===== src/inc/rpsl_pkg.sv =====
package rpsl_pkg;

    // Register map.
    localparam logic [7:0] STATUS_OFFSET = 8'h88;

    // Positions of the captured straps on the shared address/data pins.
    localparam int SPEED_LSB = 30;
    localparam int PLLRST_POS = 29;
    localparam int THRESH_POS = 28;
    localparam int LENGTH_LSB = 26;

    // The same straps sit at the same positions in the status word.
    localparam int STAT_SPEED_LSB = 30;
    localparam int STAT_PLLRST_POS = 29;
    localparam int STAT_THRESH_POS = 28;
    localparam int STAT_LENGTH_LSB = 26;

    // Reset value of the status register before any capture.
    localparam logic [31:0] STATUS_RESET = 32'h0000_0000;

    // Clock speed codes.
    typedef enum logic [1:0] {
        RPSL_SPEED_100 = 2'b00,
        RPSL_SPEED_66 = 2'b01,
        RPSL_SPEED_RSVD = 2'b10,
        RPSL_SPEED_133 = 2'b11
    } rpsl_speed_t;

    // Bus length codes.
    typedef enum logic [1:0] {
        RPSL_LEN_SHORT = 2'b00,
        RPSL_LEN_CLOSE = 2'b01,
        RPSL_LEN_FAR_DUAL = 2'b10,
        RPSL_LEN_FARTHEST = 2'b11
    } rpsl_length_t;

    // Captured strap bundle.
    typedef struct packed {
        rpsl_speed_t bus_clock_speed_select;
        logic pll_reset_high;
        logic clock_receiver_threshold_select;
        rpsl_length_t bus_length_class;
    } rpsl_straps_t;

    // Decoded operating parameters.
    typedef struct packed {
        logic speed_100;
        logic speed_66_test;
        logic speed_133;
        logic speed_reserved;
        logic pll_bypass_test;
        logic threshold_upper;
        rpsl_length_t bus_length_class;
    } rpsl_params_t;

endpackage : rpsl_pkg


===== src/rtl/rpsl_latch.sv =====
`timescale 1ns/100ps
`default_nettype none

module rpsl_latch (
    // Clock and reset.
    input wire logic i_clk_sys,
    input wire logic i_reset,
    // Shared address/data pins carrying the straps.
    input wire logic [31:0] i_ad_pins,
    // Register port.
    input wire logic [7:0] i_reg_addr,
    input wire logic [31:0] i_reg_wdata,
    input wire logic i_reg_write,
    input wire logic i_reg_read,
    output logic [31:0] o_reg_rdata,
    // Captured straps and decoded parameters.
    output rpsl_pkg::rpsl_straps_t o_straps,
    output rpsl_pkg::rpsl_params_t o_params,
    output logic o_straps_valid
);

    localparam int NSTRAP = 6;

    logic [NSTRAP-1:0] pins_raw;
    logic [NSTRAP-1:0] pins_sync;
    logic capture_open_r;
    logic capture_open_nxt;
    logic [2:0] rel_cnt_r;
    logic [2:0] rel_cnt_nxt;
    rpsl_pkg::rpsl_straps_t straps_r;
    rpsl_pkg::rpsl_straps_t straps_nxt;
    rpsl_pkg::rpsl_params_t params_r;
    rpsl_pkg::rpsl_params_t params_nxt;
    logic [31:0] rdata_r;
    logic [31:0] rdata_nxt;
    logic [31:0] status_word;

    // Gather the strap pins; the rest of the bus is ordinary traffic.
    assign pins_raw = {
        i_ad_pins[rpsl_pkg::SPEED_LSB+1:rpsl_pkg::SPEED_LSB],
        i_ad_pins[rpsl_pkg::PLLRST_POS],
        i_ad_pins[rpsl_pkg::THRESH_POS],
        i_ad_pins[rpsl_pkg::LENGTH_LSB+1:rpsl_pkg::LENGTH_LSB]
    };

    // Pins are asynchronous to the core clock, so synchronise first.
    rpsl_sync #(
        .WIDTH(NSTRAP)
    ) u_sync (
        .i_clk_sys(i_clk_sys),
        .i_reset(i_reset),
        .i_async(pins_raw),
        .o_sync(pins_sync)
    );

    // The capture window stays open one cycle past the synchroniser depth after
    // release, so the level sampled on the first edge after release is the one that sticks.
    // Async reset can only load constants, hence the clocked capture.
    always_comb begin
        capture_open_nxt = capture_open_r;
        rel_cnt_nxt = rel_cnt_r;
        straps_nxt = straps_r;
        if (capture_open_r) begin
            straps_nxt = rpsl_rpsl_cast(pins_sync);
            if (rel_cnt_r == 3'h2) begin
                capture_open_nxt = 1'b0;
            end else begin
                rel_cnt_nxt = rel_cnt_r + 3'h1;
            end
        end
    end

    always_ff @(posedge i_clk_sys or posedge i_reset) begin
        if (i_reset) begin
            capture_open_r <= 1'b1;
            rel_cnt_r <= 3'h0;
            straps_r <= '0;
        end else begin
            capture_open_r <= capture_open_nxt;
            rel_cnt_r <= rel_cnt_nxt;
            straps_r <= straps_nxt;
        end
    end

    // Map the synchronised bits into the strap bundle.
    function automatic rpsl_pkg::rpsl_straps_t rpsl_rpsl_cast(
        input logic [NSTRAP-1:0] bits
    );
        rpsl_pkg::rpsl_straps_t s;
        s.bus_clock_speed_select = rpsl_pkg::rpsl_speed_t'(bits[5:4]);
        s.pll_reset_high = bits[3];
        s.clock_receiver_threshold_select = bits[2];
        s.bus_length_class = rpsl_pkg::rpsl_length_t'(bits[1:0]);
        return s;
    endfunction : rpsl_rpsl_cast

    // Decode straps into operating parameters.
    always_comb begin
        params_nxt = '0;
        case (straps_r.bus_clock_speed_select)
            rpsl_pkg::RPSL_SPEED_100: params_nxt.speed_100 = 1'b1;
            rpsl_pkg::RPSL_SPEED_66: params_nxt.speed_66_test = 1'b1;
            rpsl_pkg::RPSL_SPEED_133: params_nxt.speed_133 = 1'b1;
            default: params_nxt.speed_reserved = 1'b1;
        endcase
        // A low PLL reset strap means the board chose bypass test mode.
        params_nxt.pll_bypass_test = ~straps_r.pll_reset_high;
        // High enables the upper receiver range.
        params_nxt.threshold_upper =
            straps_r.clock_receiver_threshold_select;
        params_nxt.bus_length_class = straps_r.bus_length_class;
    end

    always_ff @(posedge i_clk_sys or posedge i_reset) begin
        if (i_reset) begin
            params_r <= '0;
        end else begin
            params_r <= params_nxt;
        end
    end

    // Status word layout mirrors the strap pin positions.
    always_comb begin
        status_word = rpsl_pkg::STATUS_RESET;
        status_word[rpsl_pkg::STAT_SPEED_LSB+1:rpsl_pkg::STAT_SPEED_LSB] =
            straps_r.bus_clock_speed_select;
        status_word[rpsl_pkg::STAT_PLLRST_POS] = straps_r.pll_reset_high;
        status_word[rpsl_pkg::STAT_THRESH_POS] =
            straps_r.clock_receiver_threshold_select;
        status_word[rpsl_pkg::STAT_LENGTH_LSB+1:rpsl_pkg::STAT_LENGTH_LSB] =
            straps_r.bus_length_class;
    end

    // Read port; writes are ignored since the register is read-only.
    // Unmapped addresses read zero.
    always_comb begin
        rdata_nxt = 32'h0000_0000;
        if (i_reg_read && i_reg_addr == rpsl_pkg::STATUS_OFFSET) begin
            rdata_nxt = status_word;
        end
    end

    always_ff @(posedge i_clk_sys or posedge i_reset) begin
        if (i_reset) begin
            rdata_r <= 32'h0000_0000;
        end else begin
            rdata_r <= rdata_nxt;
        end
    end

    assign o_reg_rdata = rdata_r;
    assign o_straps = straps_r;
    assign o_params = params_r;
    assign o_straps_valid = ~capture_open_r;

endmodule : rpsl_latch

`default_nettype wire


===== src/rtl/rpsl_sync.sv =====
`timescale 1ns/100ps
`default_nettype none

// Two-flop synchroniser for asynchronous pin levels.
module rpsl_sync #(
    parameter int WIDTH = 6
) (
    // Clock and reset.
    input wire logic i_clk_sys,
    input wire logic i_reset,
    // Levels.
    input wire logic [WIDTH-1:0] i_async,
    output logic [WIDTH-1:0] o_sync
);

    logic [WIDTH-1:0] meta_r;
    logic [WIDTH-1:0] sync_r;

    // The first stage feeds only the second stage.
    always_ff @(posedge i_clk_sys or posedge i_reset) begin
        if (i_reset) begin
            meta_r <= '0;
            sync_r <= '0;
        end else begin
            meta_r <= i_async;
            sync_r <= meta_r;
        end
    end

    assign o_sync = sync_r;

endmodule : rpsl_sync

`default_nettype wire


===== config.mk =====
export PLATFORM = sky130hd
export DESIGN_NAME = rpsl_latch
export DESIGN_NICKNAME = d
export VERILOG_FILES = /design/src/inc/rpsl_pkg.sv /design/src/rtl/rpsl_latch.sv /design/src/rtl/rpsl_sync.sv
export SDC_FILE = /design/constraint.sdc
export NUM_CORES = 1
export LEC_CHECK = 0
export BUFFER_PORTS_ARGS = -buffer_cell sky130_fd_sc_hd__buf_2
export CORE_ASPECT_RATIO = 1.75
export CORE_UTILIZATION = 37
export CTS_CLUSTER_SIZE = 24
export DETAILED_ROUTE_END_ITERATION = 8
export GPL_ROUTABILITY_DRIVEN = 0
export PLACE_DENSITY = 0.79
export SYNTH_ARGS = -nofsm -noshare
export SYNTH_HDL_FRONTEND = slang
export SYNTH_SLANG_ARGS = --single-unit

===== constraint.sdc =====
create_clock -name i_clk_sys -period 1.56 [get_ports i_clk_sys]
set_input_delay 0.234 -clock i_clk_sys [delete_from_list [all_inputs] [get_ports i_clk_sys]]
set_output_delay 0.234 -clock i_clk_sys [all_outputs]
set_load 0.005 [all_outputs]

-- Word level (Yosys, flattened, before mapping)
Cells that the tools add are included.
- flip-flop bits (word level): 62
- input port bits: 76
- logic and storage cells: 35
- output and inout port bits: 47
- reductions and logical operators: 4
- muxes and demuxes: 7
- bitwise gates (word level): 3
- $add $sub $neg: 1
- eq/ne operators: 4
- operators by type and width (operator ; number):
    two-way mux 32 bit ; 1
    equality test 8 bit, second input constant ; 1
    two-way mux 1 bit ; 6
    adder 3 x 1 -> 3 bit, second input constant ; 1
    equality test 3 x 2 -> 1 bit, second input constant ; 1
    NOT 1 bit ; 3
    OR reduction 3 bit ; 1
    equality test 2 x 1 -> 1 bit, second input constant ; 1
    equality test 2 bit, second input constant ; 1
    logical NOT 2 bit ; 1
    AND reduction 2 bit ; 1
    logical AND 1 bit ; 1

-- Depth between registers and ports, before layout
- word-level depth: 3
- depth in mapped cells: 5
- mapped depth without buffers: 5

-- Cells and area by module
From an unflattened synthesis, not the netlist that was laid out.
- cell total of the unflattened synthesis: 104
- area total of the unflattened synthesis: 1386.3 sq um
- modules (own cells, without submodules) (module ; times used ; area each (sq um) ; cells each ; seq. area each (sq um)):
    rpsl_latch ; 1 ; 1082.3 ; 91 ; 601.8
    rpsl_sync ; 1 ; 304.0 ; 13 ; 300.3

-- Worst setup path before layout
Ideal clock, no wire load.
- kind: reg-to-reg
- start point: register rel_cnt_r[0]
- end point: register rel_cnt_r[1]
- library setup time: 0.079 ns
- slack: 0.332 ns
- required time: 1.481 ns
- clock period less this slack: 1.228 ns
- arrival time: 1.148 ns
- cell stages (with the launch flop): 6
- buffers on the path: 0
- cells stage by stage: dfrtp_1 inv_1 ha_1 inv_1 o21ai_0 mux2i_1
- longest elaborated chain between the ends: 3
- elaborated cells between the ends (all ways): 4
- those cells by class: add/sub (1); eq/ne (1); bitwise (1); reduce/logical (1)
- ends and longest elaborated chain (element ; RTL line ; text):
    from (decl) ; rpsl_latch.sv:28 ; logic [2:0] rel_cnt_r;
    from (signal assigned) ; rpsl_latch.sv:80 ; rel_cnt_r <= rel_cnt_nxt;
    branches (longest 3 deep; another with adder 3 x 1 -> 3 bit) ; n/a ;
Parallel ways; which one is timed is not known.
A chain may end at the register's enable or synchronous reset.

-- Worst setup path after layout
Ends and elaborated chain as after synthesis.

==> flow_summary_export.csv <==
group,metric,value,unit
logic_synthesis,yosys.area.top_type,"dfrtp_1",
logic_synthesis,syn_avg_cell_area,13.4,um2
setup_path,r2r_end,"rel_cnt_r[1]",
final_layout,final_cell_count_no_fill,190,
clock_network,cts_buffers,5,
floorplanning,dieArea,3990,um2
route,postRouteAntennaNets,0,
final_layout,areaGrowthSynthToFinish,15.3,%
setup_path,critPathLaunchType,"register",
setup_path,crit_path_end_kind,"register",
route,wire_per_inst,9.14,um
clock_network,cts_setup_buffers,0,
logic_synthesis,synthArstFlopShare,1.00,
logic_synthesis,synthDominantCellAreaShare,0.633,
power,power.leakage,0.000915,uW
logic_synthesis,synth_top_family_by_area,"buffers and inverters",
logic_synthesis,synthTopCellsByArea,"dfrtp_1, buf_4, mux2_2",
logic_synthesis,yosysWarnings,0,
final_layout,drive_gt1_frac,0.354,
route,vias_per_cell,3.99,
hold_path,hold_path.class,"in -> async",
setup_path,worstPathArrival,1590,ps
power,max-vdd-ir-drop,0.468,mV
setup_path,rr_startpoint,"rel_cnt_r[0]",
logic_synthesis,synthTopCellsByCount,"dfrtp_1, buf_4, inv_1, and3_1, mux2_2",
logic_synthesis,synth_seq_area_share,0.652,
timing,hold_viol,0,
logic_synthesis,muxShareOfSynthArea,0.0480,
clock_network,cts.path.max_buffers,2,
floorplanning,die_h,82.9,um
clock_network,clk_pin_slew,70,ps
route,wl,1740,um
timing,rsz0062_at_grt,"false",
timing,fmax,0.722,GHz
logic_synthesis,synthAdderAreaFrac,0.0181,
timing,final.setup_skew,4.93,ps
global_route,grt_pass1_vias,709,
placed_design,pre_cts_ws,178,ps
logic_synthesis,synthCells,103,
floorplanning,die_x,48.2,um
logic_synthesis,yosysMostFrequentCell,"dfrtp_1",
clock_network,cts-root-buf,"clkbuf_8",
timing,setup_tns,0,ps
setup_path,rr_worst_depth,5,
timing,min_period,1380,ps
route,route.detailed.drc,0,
global_route,grt_max_degree,37,
floorplanning,pin_count,123,
clock_network,clk_latency,280,ps
setup_path,r2r_slack,180,ps
logic_synthesis,syn_area,1380,um2
power,p_total,1660,uW
global_route,grt_pass1_wl,2920,um
setup_path,worst-setup-path-type,"reg -> reg",
clock_network,cts_tree,"built",
power,p_per_area,1040,nW/um2
setup_path,crit_fanout,3,
timing,maxSlewViolCount,0,
final_layout,fin_util,0.444,
clock_network,ctsHoldBuffers,0,
logic_synthesis,synth_xor_area_frac,0.00633,
clock_network,clock_sinks,36,
logic_synthesis,synth-seq-cells,36,
final_layout,fill_cells,331,
setup_path,critPathRequiredTime,1760,ps
floorplanning,core_area,3590,um2
timing,setup_viol_count_final,0,
global_route,grt_overflow,0,
setup_path,crit_start,"rel_cnt_r[0]",
placed_design,place_hpwl,1280,um
floorplanning,rows,29,
floorplanning,start_util,0.385,
final_layout,final_nets,221,
global_route,track_usage,0.106,
placed_design,dp.cells,182,
route,vias,759,
logic_synthesis,synthDistinctLibCells,20,
logic_synthesis,synth-edff-count,0,
route,drt_iter0_drc,18,
final_layout,diodes,0,
global_route,antenna_found_initial,0,
logic_synthesis,synth_flop_cell,"dfrtp_1",
route,firstDrtPassIters,2,
placed_design,io_buffers,37,
logic_synthesis,yosys.area_share.simple,0.0796,
job,cap_violations,0,
clock_network,cts-htree-levels,2,
timing,finalCritPeriodShare,0.888,
clock_network,cts_resized,0,
logic_synthesis,synth-compound-area-share,0.0127,
timing,setup_ws,175,ps
run_status,status,"finished, final reports clean",
## cell type report
cell class / count / area (um2) / share of cell area
Clock buffer: 8 / 90.1 / 0.0565
Timing Repair Buffer: 38 / 193 / 0.121
Multi-Input combinational cell: 55 / 325 / 0.204
Tap cell: 46 / 57.6 / 0.0361
Sequential cell: 36 / 902 / 0.566
Inverter: 7 / 26.3 / 0.0165
## power breakdown
part	total (uW)	switching, uW	internal [uW]	leakage (uW)
Sequential	953	3.30	949	0.000461
Combinational	58.9	41.3	17.5	0.000409
Clock	652	293	359	0.0000455
## stage by stage
stage	hold slack, ps	instance area (um2)
after global placement	331	1500
final	43.6	1590
after CTS	42.0	1590
after global routing	42.3	1590
after floorplan	265	1480
after detailed placement	335	1500
## registers in the layout, indices dropped and copies added, names as in the netlist
name            cells
u_sync.meta_r       6
o_params            8
rel_cnt_r           3
o_reg_rdata         6
u_sync.o_sync       6
capture_open_r      1
o_straps            6
## worst max-delay path: stages (launching register included)
cell and delay, ps:
dfrtp_1 410, inv_1 70, ha_1 170, inv_1 40
o21ai_0 380, mux2i_1 240
## cells in the final DEF (no fill, tap or decap), drive strengths merged
| master | n |
|---|---|
| a21o | 1 |
| and2 | 1 |
| and3 | 6 |
| buf | 38 |
| clkbuf | 8 |
| conb | 26 |
| dfrtp | 35 |
| dfstp | 1 |
| ha | 2 |
| inv | 7 |
| mux2 | 5 |
| mux2i | 1 |
| nand2 | 3 |
| nor2 | 2 |
| nor2b | 2 |
| nor3 | 1 |
| nor4 | 1 |
| o21ai | 2 |
| or3b | 1 |
| xnor2 | 1 |
## how the worst max path moves through the flow
stage	to	slack [ps]	depth (start not counted)
detailed placement	rel_cnt_r[1]	180	5
global route	rel_cnt_r[1]	20	5
finish	rel_cnt_r[1]	180	5
global placement	rel_cnt_r[1]	230	5
CTS	rel_cnt_r[1]	160	5
floorplan	rel_cnt_r[1]	330	5
## layer usage
metal  GRT usage  vias to the layer above  wire length (um)
met1      0.0984                      346               591
met5           0                        -                 0
li1            -                      346                 -
met2       0.170                       62               863
met3      0.0457                        5               231
met4      0.0758                        0                49
## cells by family (layout without fill, tap and decap cells)
group                      count (synthesis)  count (layout)
AOI/OAI and AO/OA                          3               3
xor gates and xnor gates                   1               1
adders and majority gates                  2               2
buffers and inverters                     37              53
DFF                                       36              36
muxes                                      6               6
other                                      1              26
and+or+nand+nor                           17              17
Power figures use the tool's default switching activity.
